## config.mk

```make
export PLATFORM = sky130hd
export DESIGN_NAME = cep_unit
export DESIGN_NICKNAME = d
export VERILOG_FILES = /design/src/cep_pkg.sv /design/src/cep_unit.sv
export SDC_FILE = /design/constraint.sdc
export NUM_CORES = 1
export LEC_CHECK = 0
export ABC_AREA = 1
export BUFFER_PORTS_ARGS = -buffer_cell sky130_fd_sc_hd__buf_4
export CAP_MARGIN = 20
export CORE_UTILIZATION = 56
export DETAILED_ROUTE_END_ITERATION = 6
export GPL_TIMING_DRIVEN = 1
export PLACE_DENSITY = 0.82
export SLEW_MARGIN = 20
export SYNTH_ARGS = -nofsm -noshare
export SYNTH_HDL_FRONTEND = slang
export SYNTH_SLANG_ARGS = --single-unit
```

## constraint.sdc

```tcl
create_clock -name pclk -period 7.2 [get_ports pclk]
set_input_delay 0.72 -clock pclk [delete_from_list [all_inputs] [get_ports pclk]]
set_output_delay 0.72 -clock pclk [all_outputs]
set_load 0.05 [all_outputs]
```

## src/cep_pkg.sv

```systemverilog
// Constants shared by the exception and interrupt acceptance unit.
// Assumes one clock domain and a 12-bit APB byte address.
package cep_pkg;
   // Number of maskable request sources.
   localparam int NIRQ = 4;
   // Register byte offsets.
   localparam logic [11:0] OFF_PSW = 12'h000;
   localparam logic [11:0] OFF_EPC = 12'h004;
   localparam logic [11:0] OFF_ESTS = 12'h008;
   localparam logic [11:0] OFF_ECR = 12'h00C;
   localparam logic [11:0] OFF_ICR0 = 12'h010;
   // Status word bit positions.
   localparam int PSW_NP = 7;
   localparam int PSW_EP = 6;
   localparam int PSW_ID = 5;
   // Control register fields.
   localparam int ICR_MK = 6;
   localparam int ICR_PR_LSB = 0;
   // Reset values.
   localparam logic [31:0] PSW_RST = 32'h0000_0020;
   localparam logic [7:0] ICR_RST = 8'h47;
   // Handler addresses.
   localparam logic [31:0] HND_TRAP_LO = 32'h0000_0040;
   localparam logic [31:0] HND_TRAP_HI = 32'h0000_0050;
   localparam logic [31:0] HND_ILL = 32'h0000_0060;
   localparam logic [31:0] HND_NMI = 32'h0000_0010;
   localparam logic [31:0] HND_INT_BASE = 32'h0000_0080;
   // Cause codes.
   localparam logic [15:0] CC_TRAP_BASE = 16'h0040;
   localparam logic [15:0] CC_ILL = 16'h0060;
   localparam logic [15:0] CC_NMI = 16'h0010;
   localparam logic [15:0] CC_INT_BASE = 16'h0080;
   // Illegal opcode pattern.
   localparam logic [5:0] ILL_OP = 6'h3F;
   localparam logic [3:0] ILL_SUB_MIN = 4'h3;
   // Event taken in a cycle, one-hot.
   typedef enum logic [4:0] {
      EV_NONE = 5'h01,
      EV_NMI = 5'h02,
      EV_INT = 5'h04,
      EV_TRAP = 5'h08,
      EV_ILL = 5'h10
   } cep_ev_e;
endpackage : cep_pkg

```

## src/cep_unit.sv

```systemverilog
// Exception and interrupt acceptance unit with APB registers.
// Assumes pipeline strobes and request lines come from logic on pclk.
//
// Added by the designer: the placing of the registers and register access over APB.
`timescale 1ns/1ps
`default_nettype none
module cep_unit (
   // Clock and reset.
   input wire logic pclk,
   input wire logic presetn,
   // APB slave.
   input wire logic psel,
   input wire logic penable,
   input wire logic pwrite,
   input wire logic [11:0] paddr,
   input wire logic [31:0] pwdata,
   output logic [31:0] prdata,
   output logic pready,
   output logic pslverr,
   // Instruction pipeline.
   input wire logic instr_valid,
   input wire logic [31:0] instr_word,
   input wire logic [31:0] cur_pc,
   input wire logic [31:0] next_pc,
   input wire logic trap_exec,
   input wire logic [4:0] trap_vec,
   input wire logic exception_return_instr_exec,
   input wire logic ei_exec,
   input wire logic di_exec,
   // Request sources.
   input wire logic nmi_req,
   input wire logic [cep_pkg::NIRQ-1:0] irq_req,
   // Redirect and acknowledges.
   output logic redirect,
   output logic [31:0] redirect_pc,
   output logic nmi_ack,
   output logic [cep_pkg::NIRQ-1:0] irq_ack,
   output logic [31:0] psw_out
);
   // Status word and save registers.
   logic [31:0] psw_ff;
   logic [31:0] epc_ff;
   logic [31:0] ests_ff;
   logic [31:0] ecr_ff;
   // Hidden NMI save registers.
   logic [31:0] npc_ff;
   logic [31:0] nsts_ff;
   // Per-source control registers.
   logic [7:0] icr_ff [cep_pkg::NIRQ];
   // One bit per level now in service.
   logic [7:0] isr_ff;
   // Bus response registers.
   logic pready_ff;
   logic pslverr_ff;
   logic [31:0] prdata_ff;
   // Redirect outputs.
   logic redirect_ff;
   logic [31:0] redirect_pc_ff;
   logic nmi_ack_ff;
   logic [cep_pkg::NIRQ-1:0] irq_ack_ff;
   // Arbitration results.
   cep_pkg::cep_ev_e ev;
   logic [3:0] cur_lvl;
   logic [3:0] win_lvl;
   logic [1:0] win_idx;
   logic win_vld;
   logic int_ok;
   logic ill_hit;
   logic exception_return_instr_go;
   // Bus strobes and read mux.
   logic acc;
   logic wr_go;
   logic [31:0] rd_data;
   logic rd_hit;

   // Outputs come straight from flip-flops.
   assign prdata = prdata_ff;
   assign pready = pready_ff;
   assign pslverr = pslverr_ff;
   assign redirect = redirect_ff;
   assign redirect_pc = redirect_pc_ff;
   assign nmi_ack = nmi_ack_ff;
   assign irq_ack = irq_ack_ff;
   assign psw_out = psw_ff;

   // Access is answered one cycle into the access phase.
   assign acc = psel && penable && !pready_ff;
   // Writes land at the edge where pready is seen high.
   assign wr_go = psel && penable && pready_ff && pwrite;

   // Illegal pattern on the instruction about to execute.
   assign ill_hit = instr_valid
      && (instr_word[10:5] == cep_pkg::ILL_OP)
      && (instr_word[26:23] >= cep_pkg::ILL_SUB_MIN);

   // Lowest set in-service bit is the level being served.
   always_comb begin
      cur_lvl = 4'h8;
      for (int i = 7; i >= 0; i--) begin
         if (isr_ff[i]) begin
            cur_lvl = 4'(i);
         end
      end
   end

   // Pick the unmasked request of best level; low index on ties.
   always_comb begin
      win_lvl = 4'h8;
      win_idx = 2'h0;
      win_vld = 1'b0;
      for (int i = cep_pkg::NIRQ - 1; i >= 0; i--) begin
         if (irq_req[i] && !icr_ff[i][cep_pkg::ICR_MK] &&
             ({1'b0, icr_ff[i][2:0]} <= win_lvl)) begin
            win_lvl = {1'b0, icr_ff[i][2:0]};
            win_idx = 2'(i);
            win_vld = 1'b1;
         end
      end
   end

   // Maskable accepted only when enabled, outside NMI service,
   // and strictly above the level in service.
   assign int_ok = win_vld && !psw_ff[cep_pkg::PSW_ID]
      && !psw_ff[cep_pkg::PSW_NP]
      && (win_lvl < cur_lvl);

   // Fixed priority among simultaneous events.
   always_comb begin
      if (nmi_req && !psw_ff[cep_pkg::PSW_NP]) begin
         ev = cep_pkg::EV_NMI;
      end else if (int_ok) begin
         ev = cep_pkg::EV_INT;
      end else if (instr_valid && trap_exec) begin
         ev = cep_pkg::EV_TRAP;
      end else if (ill_hit) begin
         ev = cep_pkg::EV_ILL;
      end else begin
         ev = cep_pkg::EV_NONE;
      end
   end

   // A return executes only when no event takes the cycle.
   assign exception_return_instr_go = instr_valid && exception_return_instr_exec &&
      (ev == cep_pkg::EV_NONE);

   // Status word: events first, then return, bus, then EI/DI.
   always_ff @(posedge pclk or negedge presetn) begin
      if (!presetn) begin
         psw_ff <= cep_pkg::PSW_RST;
      end else begin
         case (ev)
            cep_pkg::EV_NMI: begin
               psw_ff[cep_pkg::PSW_NP] <= 1'b1;
               psw_ff[cep_pkg::PSW_ID] <= 1'b1;
            end
            cep_pkg::EV_INT: begin
               psw_ff[cep_pkg::PSW_ID] <= 1'b1;
            end
            cep_pkg::EV_TRAP, cep_pkg::EV_ILL: begin
               psw_ff[cep_pkg::PSW_EP] <= 1'b1;
               psw_ff[cep_pkg::PSW_ID] <= 1'b1;
            end
            default: begin
               if (exception_return_instr_go) begin
                  // NMI service returns through its own copy.
                  psw_ff <= psw_ff[cep_pkg::PSW_NP] ? nsts_ff :
                     ests_ff;
               end else if (wr_go && paddr == cep_pkg::OFF_PSW) begin
                  psw_ff <= {24'h0, pwdata[7:0]};
               end else if (instr_valid && di_exec) begin
                  psw_ff[cep_pkg::PSW_ID] <= 1'b1;
               end else if (instr_valid && ei_exec) begin
                  psw_ff[cep_pkg::PSW_ID] <= 1'b0;
               end
            end
         endcase
      end
   end

   // Save registers take return PC and status on acceptance.
   always_ff @(posedge pclk or negedge presetn) begin
      if (!presetn) begin
         epc_ff <= 32'h0;
         ests_ff <= 32'h0;
      end else if (ev == cep_pkg::EV_INT) begin
         epc_ff <= cur_pc;
         ests_ff <= psw_ff;
      end else if (ev == cep_pkg::EV_TRAP || ev == cep_pkg::EV_ILL) begin
         epc_ff <= next_pc;
         ests_ff <= psw_ff;
      end else if (wr_go && paddr == cep_pkg::OFF_EPC) begin
         epc_ff <= pwdata;
      end else if (wr_go && paddr == cep_pkg::OFF_ESTS) begin
         ests_ff <= {24'h0, pwdata[7:0]};
      end
   end

   // NMI keeps its own save pair so it never clobbers the other.
   always_ff @(posedge pclk or negedge presetn) begin
      if (!presetn) begin
         npc_ff <= 32'h0;
         nsts_ff <= 32'h0;
      end else if (ev == cep_pkg::EV_NMI) begin
         npc_ff <= cur_pc;
         nsts_ff <= psw_ff;
      end
   end

   // Cause register: low half ordinary, high half NMI.
   always_ff @(posedge pclk or negedge presetn) begin
      if (!presetn) begin
         ecr_ff <= 32'h0;
      end else begin
         case (ev)
            cep_pkg::EV_NMI: ecr_ff[31:16] <= cep_pkg::CC_NMI;
            cep_pkg::EV_INT: ecr_ff[15:0] <= cep_pkg::CC_INT_BASE +
               {10'h0, win_idx, 4'h0};
            cep_pkg::EV_TRAP: ecr_ff[15:0] <= cep_pkg::CC_TRAP_BASE +
               {11'h0, trap_vec};
            cep_pkg::EV_ILL: ecr_ff[15:0] <= cep_pkg::CC_ILL;
            default: ecr_ff <= ecr_ff;
         endcase
      end
   end

   // Redirect pulse and target for the fetch unit.
   always_ff @(posedge pclk or negedge presetn) begin
      if (!presetn) begin
         redirect_ff <= 1'b0;
         redirect_pc_ff <= 32'h0;
      end else begin
         redirect_ff <= (ev != cep_pkg::EV_NONE) || exception_return_instr_go;
         case (ev)
            cep_pkg::EV_NMI: redirect_pc_ff <= cep_pkg::HND_NMI;
            cep_pkg::EV_INT: redirect_pc_ff <= cep_pkg::HND_INT_BASE +
               {26'h0, win_idx, 4'h0};
            cep_pkg::EV_TRAP: redirect_pc_ff <= trap_vec[4] ?
               cep_pkg::HND_TRAP_HI : cep_pkg::HND_TRAP_LO;
            cep_pkg::EV_ILL: redirect_pc_ff <= cep_pkg::HND_ILL;
            default: begin
               if (exception_return_instr_go) begin
                  redirect_pc_ff <= psw_ff[cep_pkg::PSW_NP] ? npc_ff :
                     epc_ff;
               end
            end
         endcase
      end
   end

   // Acknowledge pulses tell the source its request was taken.
   always_ff @(posedge pclk or negedge presetn) begin
      if (!presetn) begin
         nmi_ack_ff <= 1'b0;
         irq_ack_ff <= '0;
      end else begin
         nmi_ack_ff <= (ev == cep_pkg::EV_NMI);
         // Only the winning source sees its ack bit for one cycle.
         irq_ack_ff <= '0;
         if (ev == cep_pkg::EV_INT) begin
            irq_ack_ff[win_idx] <= 1'b1;
         end
      end
   end

   // In-service levels: set on acceptance, cleared by a return
   // from maskable service so pending ones may follow.
   always_ff @(posedge pclk or negedge presetn) begin
      if (!presetn) begin
         isr_ff <= 8'h00;
      end else if (ev == cep_pkg::EV_INT) begin
         isr_ff[win_lvl[2:0]] <= 1'b1;
      end else if (exception_return_instr_go && !psw_ff[cep_pkg::PSW_NP] &&
                   !psw_ff[cep_pkg::PSW_EP] && cur_lvl[3] == 1'b0) begin
         isr_ff[cur_lvl[2:0]] <= 1'b0;
      end
   end

   // One control register per source, masked at level 7 on reset.
   for (genvar g = 0; g < cep_pkg::NIRQ; g++) begin : g_icr
      always_ff @(posedge pclk or negedge presetn) begin
         if (!presetn) begin
            icr_ff[g] <= cep_pkg::ICR_RST;
         end else if (wr_go &&
                      paddr == cep_pkg::OFF_ICR0 + 12'(g * 4)) begin
            icr_ff[g] <= {1'b0, pwdata[6], 3'h0, pwdata[2:0]};
         end
      end
   end

   // Read mux; unmapped offsets answer with an error.
   always_comb begin
      rd_data = 32'h0;
      rd_hit = 1'b1;
      case (paddr)
         cep_pkg::OFF_PSW: rd_data = psw_ff;
         cep_pkg::OFF_EPC: rd_data = epc_ff;
         cep_pkg::OFF_ESTS: rd_data = ests_ff;
         cep_pkg::OFF_ECR: rd_data = ecr_ff;
         default: begin
            rd_hit = 1'b0;
            for (int i = 0; i < cep_pkg::NIRQ; i++) begin
               if (paddr == cep_pkg::OFF_ICR0 + 12'(i * 4)) begin
                  rd_data = {24'h0, icr_ff[i]};
                  rd_hit = 1'b1;
               end
            end
         end
      endcase
   end

   // APB response: one wait state, then data and error.
   always_ff @(posedge pclk or negedge presetn) begin
      if (!presetn) begin
         pready_ff <= 1'b0;
         pslverr_ff <= 1'b0;
         prdata_ff <= 32'h0;
      end else begin
         pready_ff <= acc;
         pslverr_ff <= acc && !rd_hit;
         prdata_ff <= (acc && !pwrite) ? rd_data : 32'h0;
      end
   end
endmodule : cep_unit
`default_nettype wire

```

# Word level (Yosys, flattened, before mapping)
# Index checks and enable logic that the tools add are counted.
# totals
regBits,273
in_bits,160
out_inout_bits,104
# classes
n_addsub,3
n_lt_le_gt_ge,12
eq_ne,15
mux,66
bitwise_logic,7
reduce_logical,69
# ops
op,count
32-bit two-way mux,15
32-bit one-hot mux with 4 select lines,2
4-bit two-way mux,13
12-bit by 5-bit equality test with 1-bit output (second input constant),4
16-bit one-hot mux with 3 select lines,1
1-bit logical AND,38
5-bit two-way mux,6
26-bit two-way mux,1
12-bit by 4-bit equality test with 1-bit output (second input constant),2
8-bit by 6-bit adder with 9-bit output (first input constant),2
1-bit two-way mux,16
8-bit two-way mux,2
3-bit nonzero test,5
12-bit by 3-bit equality test with 1-bit output (second input constant),1
3-bit by 4-bit <= comparator with 1-bit output,3
12-bit logical NOT,1
1-bit logical NOT,10
5-bit nonzero test,2
7-bit by 5-bit adder with 8-bit output (first input constant),1
8-bit AND,1
3-bit by 4-bit < comparator with 1-bit output (second input constant),2
2-bit two-way mux,4
8-bit inverter,1
8-bit OR,1
25 further kinds,38

# Depth between registers and ports, before layout
# depth
ltp_word,25
mapped_depth,47
mapped_depth_nobuf,46

# Least setup slack after synthesis
# No wires, ideal clock.
# synth_timing
path_kind,input port to flip-flop
from,in irq_req[3] (netlist name)
to,reg epc_ff[28]
setup_ns,0.117
arrival_ns,5.269
required_ns,7.083
path_slack_ns,1.815
stages,36
path_cell_list,inv_1 > nor2_4 > nand2_1 > ha_1 > nand2_1 > o21ai_1 > inv_1 > nand2_1 > nand2_2 > o21ai_0 > ha_1 > nand2_1 > nand2_1 > nand2_1 > nand2_1 > nand3_1 > nand2_2 > o21ai_0 > ha_1 > a21oi_1 > o21bai_1 > nand3_2 > nand2_2 > o21ai_0 > inv_1 > ha_1 > a2111oi_2 > nand2_4 > buf_6 > nor2_8 > inv_4 > buf_6 > nor2_1 > a21oi_1 > nand2_1 > nand2_1
# synth_via
elab_chain_len,21
word_cells_on_any_way,29
cone_classes,4 x order compare; 3 x eq/ne; 12 x mux; 10 x reduce/logical
# synth_rtl
element,line,source
from (decl),cep_unit.sv:32,"input wire logic [cep_pkg::NIRQ-1:0] irq_req,"
1-bit logical AND * (2 in a row),cep_unit.sv:112,if (irq_req[i] && !icr_ff[i][cep_pkg::ICR_MK] &&
"parallel branches: the longest is 12 deep, another holds 3-bit by 4-bit <= comparator with 1-bit output",n/a,
1-bit logical AND *,cep_unit.sv:125,&& (win_lvl < cur_lvl);
5-bit two-way mux *,cep_unit.sv:131,end else if (int_ok) begin
5-bit two-way mux *,cep_unit.sv:129,if (nmi_req && !psw_ff[cep_pkg::PSW_NP]) begin
5-bit by 4-bit equality test with 1-bit output / 5-bit equality test (equally long branches),cep_unit.sv:188,end else if (ev == cep_pkg::EV_TRAP || ev == cep_pkg::EV_ILL) begin
1-bit logical OR,cep_unit.sv:188,
32-bit two-way mux,cep_unit.sv:188,
32-bit two-way mux,cep_unit.sv:185,end else if (ev == cep_pkg::EV_INT) begin
to (signal assigned),cep_unit.sv:186,epc_ff <= cur_pc;
to (signal assigned),cep_unit.sv:189,epc_ff <= next_pc;
to (signal assigned),cep_unit.sv:192,epc_ff <= pwdata;
to (decl),cep_unit.sv:42,logic [31:0] epc_ff;
# Every way passes the cells marked *.
# A chain may end at the register's enable or synchronous reset.

# Worst setup path in the final report
# layout_timing
from,reg icr_ff[6] (netlist name)
to,reg ecr_ff[7]
# layout_via
elab_chain_len,20
word_cells_on_any_way,33
cone_classes,1 x add/sub; 4 x order compare; 3 x eq/ne; 15 x mux; 10 x reduce/logical
# layout_rtl
element,line,source
from (decl),cep_unit.sv:49,logic [7:0] icr_ff [cep_pkg::NIRQ];
"from (signal, indexed assignment)",cep_unit.sv:282,icr_ff[g] <= cep_pkg::ICR_RST;
"from (signal, indexed assignment)",cep_unit.sv:285,"icr_ff[g] <= {1'b0, pwdata[6], 3'h0, pwdata[2:0]};"
1-bit logical NOT *,cep_unit.sv:112,
1-bit logical AND * (2 in a row),cep_unit.sv:112,
"parallel branches: the longest is 17 deep, another holds 3-bit by 4-bit <= comparator with 1-bit output",n/a,
to (signal assigned),cep_unit.sv:216,cep_pkg::EV_INT: ecr_ff[15:0] <= cep_pkg::CC_INT_BASE +
to (signal assigned),cep_unit.sv:218,cep_pkg::EV_TRAP: ecr_ff[15:0] <= cep_pkg::CC_TRAP_BASE +
to (signal assigned),cep_unit.sv:220,cep_pkg::EV_ILL: ecr_ff[15:0] <= cep_pkg::CC_ILL;
to (decl),cep_unit.sv:44,logic [31:0] ecr_ff;
# Every way passes the cells marked *. The select of a mux whose other input is x is not followed.

==> reports/metrics.cfg <==
[status]
outcome = finished, final reports clean

[floorplan]
die_x_um = 155
floorplan.core_area_um2 = 22800
die_height_um = 155
fp-row-count = 55
start_util_pct = 57.3
floorplan.die_area_um2 = 23900
io_pins = 264

[clocking]
post_cts.repair.setup_buffers = 0
clkTransAtPathRegs_ns = 0.06
holdBufCountCts = 0
post_cts_sizing = 0
cts_tree = done
worstSkewPairLatency_ns = 0.55
cts_made_buffers = 29
cts_htree_levels = 1
cts.path.max_buffers = 3
clk_root_buffer_cell = sky130_fd_sc_hd__clkbuf_16
clkSinkCount = 265

[global_routing]
grt_max_degree = 182
grt_pass1_wl_mm = 63.8
number_of_antenna_violations_at_the_first_check_in_global_routing = 0
grt_util_all_layers_pct = 34.3
vias_in_the_first_global_route = 11800
grt_overflow_total = 0

[place]
dp.cells = 2093
dp.final_hpwl_mm = 26.9
port_buffer_count = 241
globalplace.congestion = 0.939
detailed_place.area_um2 = 15100

[worst_setup_path]
critPathCaptureType = register
required_ns = 7.57
critical_path_class = reg2reg
cp-start-kind = register
cpMaxStageDelayCell = sky130_fd_sc_hd__dfstp_2
timing.critical_path.arrival_ns = 6.67
timing.reg2reg.setup_slack_ns = 0.90
critical_path_peak_fanout = 43
cp_slowest_stage_delay_ns = 0.57
path_common_cell = sky130_fd_sc_hd__nand2_1

[drt]
drt_first_iter_violations = 1396
wl_mm = 41.0
drc = 0
ant_nets = 0
detail_route.vias_per_cell = 5.84
vias = 12500
detail_route.first_pass.iterations = 6
post_drt_wl_per_cell_um = 19.1

[layout]
layout_common_cells = sky130_fd_sc_hd__nand2_1, sky130_fd_sc_hd__buf_4, sky130_fd_sc_hd__dfrtp_1
layout.nets = 1983
layout.cells.most_common = sky130_fd_sc_hd__nand2_1
register_area_um2 = 6650
final_area_um2 = 16000
nFillCells = 1725
layoutNonFillerInstCount = 2146
final_layout_size_suffix_gt1_share_pct = 19.6
flow.area_growth_from_synthesis_pct = 22.6
antenna-diode-count = 0
multiInputGateArea_um2 = 5440

[worst_hold_path]
hp-class = in2async

[synthesis]
synthDominantCellAreaShare_pct = 47.6
ys_ff_latch = 265
synthesis.nets = 1776
ys_flop_type = sky130_fd_sc_hd__dfrtp_1
netlist_top_cells_area = sky130_fd_sc_hd__dfrtp_1, sky130_fd_sc_hd__nand2_1, sky130_fd_sc_hd__o21ai_0
synth_sequential_area_ratio_pct = 51.0
synth_area_per_cell_um2 = 8.14
synthCells = 1604
post_synth_instance_area_um2 = 13100
yosys.cell_types.count = 50
synth_largest_area_cell = sky130_fd_sc_hd__dfrtp_1
synth-warning-count = 0
synthArstFlopShare_pct = 100
synth-edff-count = 0

[sta]
layout_worst_path_cycle_share_pct = 87.5
period_minus_slack_ns = 6.30
final_hold_violation_count = 0
final-max-slew-violation-count = 0
final.setup.tns_ns = 0
rsz_0062_raised_after_global_routing = no
slew_headroom_pct = 32.3
worst_clock_skew_ns = 0.0110
maxClockFrequency_ghz = 0.159
worstMarginPinSlew_ns = 1.02
final-setup-viol-count = 0

[power_and_ir_drop]
share_comb_of_total_power_pct = 38.8
seq_power_share_pct = 37.8
power_total_uw = 6340
netSwitchingFraction_pct = 42.9
pwr-share-clk_pct = 23.4
switching_pwr_uw = 2720
p_leak_uw = 0.00802
internal_cell_power_uw = 3620
max-vdd-ir-drop_v = 0.000253
power.density_cell_area_nw_per_um2 = 396

[run]
cap_viol_max_count = 0

[final cells by class]
type	count	area share, %
Tap cell	313	2.45
Timing Repair Buffer	262	12.5
Clock buffer	44	5.08
Inverter	153	3.60
Clock inverter	9	0.813
Multi-Input combinational cell	1100	34.0
Sequential cell	265	41.6
[state kept, by name, summed over array words and instances, names as in the netlist]
| register | count |
|---|---|
| epc_ff | 32 |
| ests_ff | 32 |
| npc_ff | 32 |
| nsts_ff | 32 |
| prdata | 32 |
| psw_out | 32 |
| redirect_pc | 32 |
| icr_ff | 16 |
| ecr_ff | 9 |
| isr_ff | 8 |
| irq_ack | 4 |
| nmi_ack | 1 |
| pready | 1 |
| pslverr | 1 |
| redirect | 1 |
[critical path: cells and delay by family (launching register included)]
kind            cells  cell delay, ns
fa+ha+maj           4            1.15
simple gates       18            1.79
buf+inv             7            0.96
flops               1            0.57
compound gates      7            1.58
[Yosys cell counts (all sizes together), types with 3 or more instances]
cell type	number
a21oi	42
a221oi	14
a31oi	12
buf	40
clkbuf	46
dfrtp	248
dfstp	17
ha	12
inv	151
mux2i	25
nand2	525
nand3	80
nand4	4
nor2	107
nor3	11
nor4	3
o2111ai	25
o211ai	33
o21ai	154
o22ai	37
[cells by family after synthesis]
kind of cell | Yosys count | share of synthesized area (%)
and+or+nand+nor | 731 | 22.7
AOI/OAI and AO/OA | 332 | 15.6
DFF | 265 | 51.0
buffers and inverters | 239 | 7.64
muxes | 25 | 1.92
adders and majority gates | 12 | 1.15
[per-stage QoR]
step,hold WS (ns),worst slack [ns],utilization (%)
final,0.147,0.898,70.2
after global placement,0.435,0.740,66.1
after CTS,0.190,1.04,70.2
after floorplan,0.423,1.81,-
after global routing,0.212,0.370,70.2
after detailed placement,0.445,0.677,66.1
[path summary, 6_finish.rpt]
| check | start | end | cells past startpoint |
|---|---|---|---|
| worst max register to register | icr_ff[6]$_DFFE_PN1P_ | ecr_ff[7]$_DFFE_PN0P_ | 36 |
| worst min-delay path | presetn | prdata[2]$_DFF_PN0_ | 1 |
| min in group pclk | cur_pc[27] | npc_ff[27]$_DFFE_PN0P_ | 3 |
| worst max-delay path | icr_ff[6]$_DFFE_PN1P_ | ecr_ff[7]$_DFFE_PN0P_ | 36 |
| worst min register to register | ecr_ff[20]$_DFFE_PN0P_ | ecr_ff[20]$_DFFE_PN0P_ | 2 |
| max in group asynchronous | presetn | psw_out[7]$_DFFE_PN0P_ | 2 |
[routing by layer]
metal	vias to the layer above	part of all wire, %	global-route usage, %
met5	-	0	0
met4	0	3.6	12.6
met3	104	11	7.90
met2	764	45	53.2
met1	5953	40	47.3
li1	5719	-	-
[power groups by stage]
stage | clock network (µW) | logic, µW | registers, µW
after floorplan | 0 | 1260 | 2740
after global placement | 0 | 2340 | 2370
after detailed placement | 0 | 2410 | 2390
after CTS | 1500 | 2440 | 2370
after global routing | 1550 | 2680 | 2440
final | 1490 | 2460 | 2400
(Power assumes the default switching activity.)
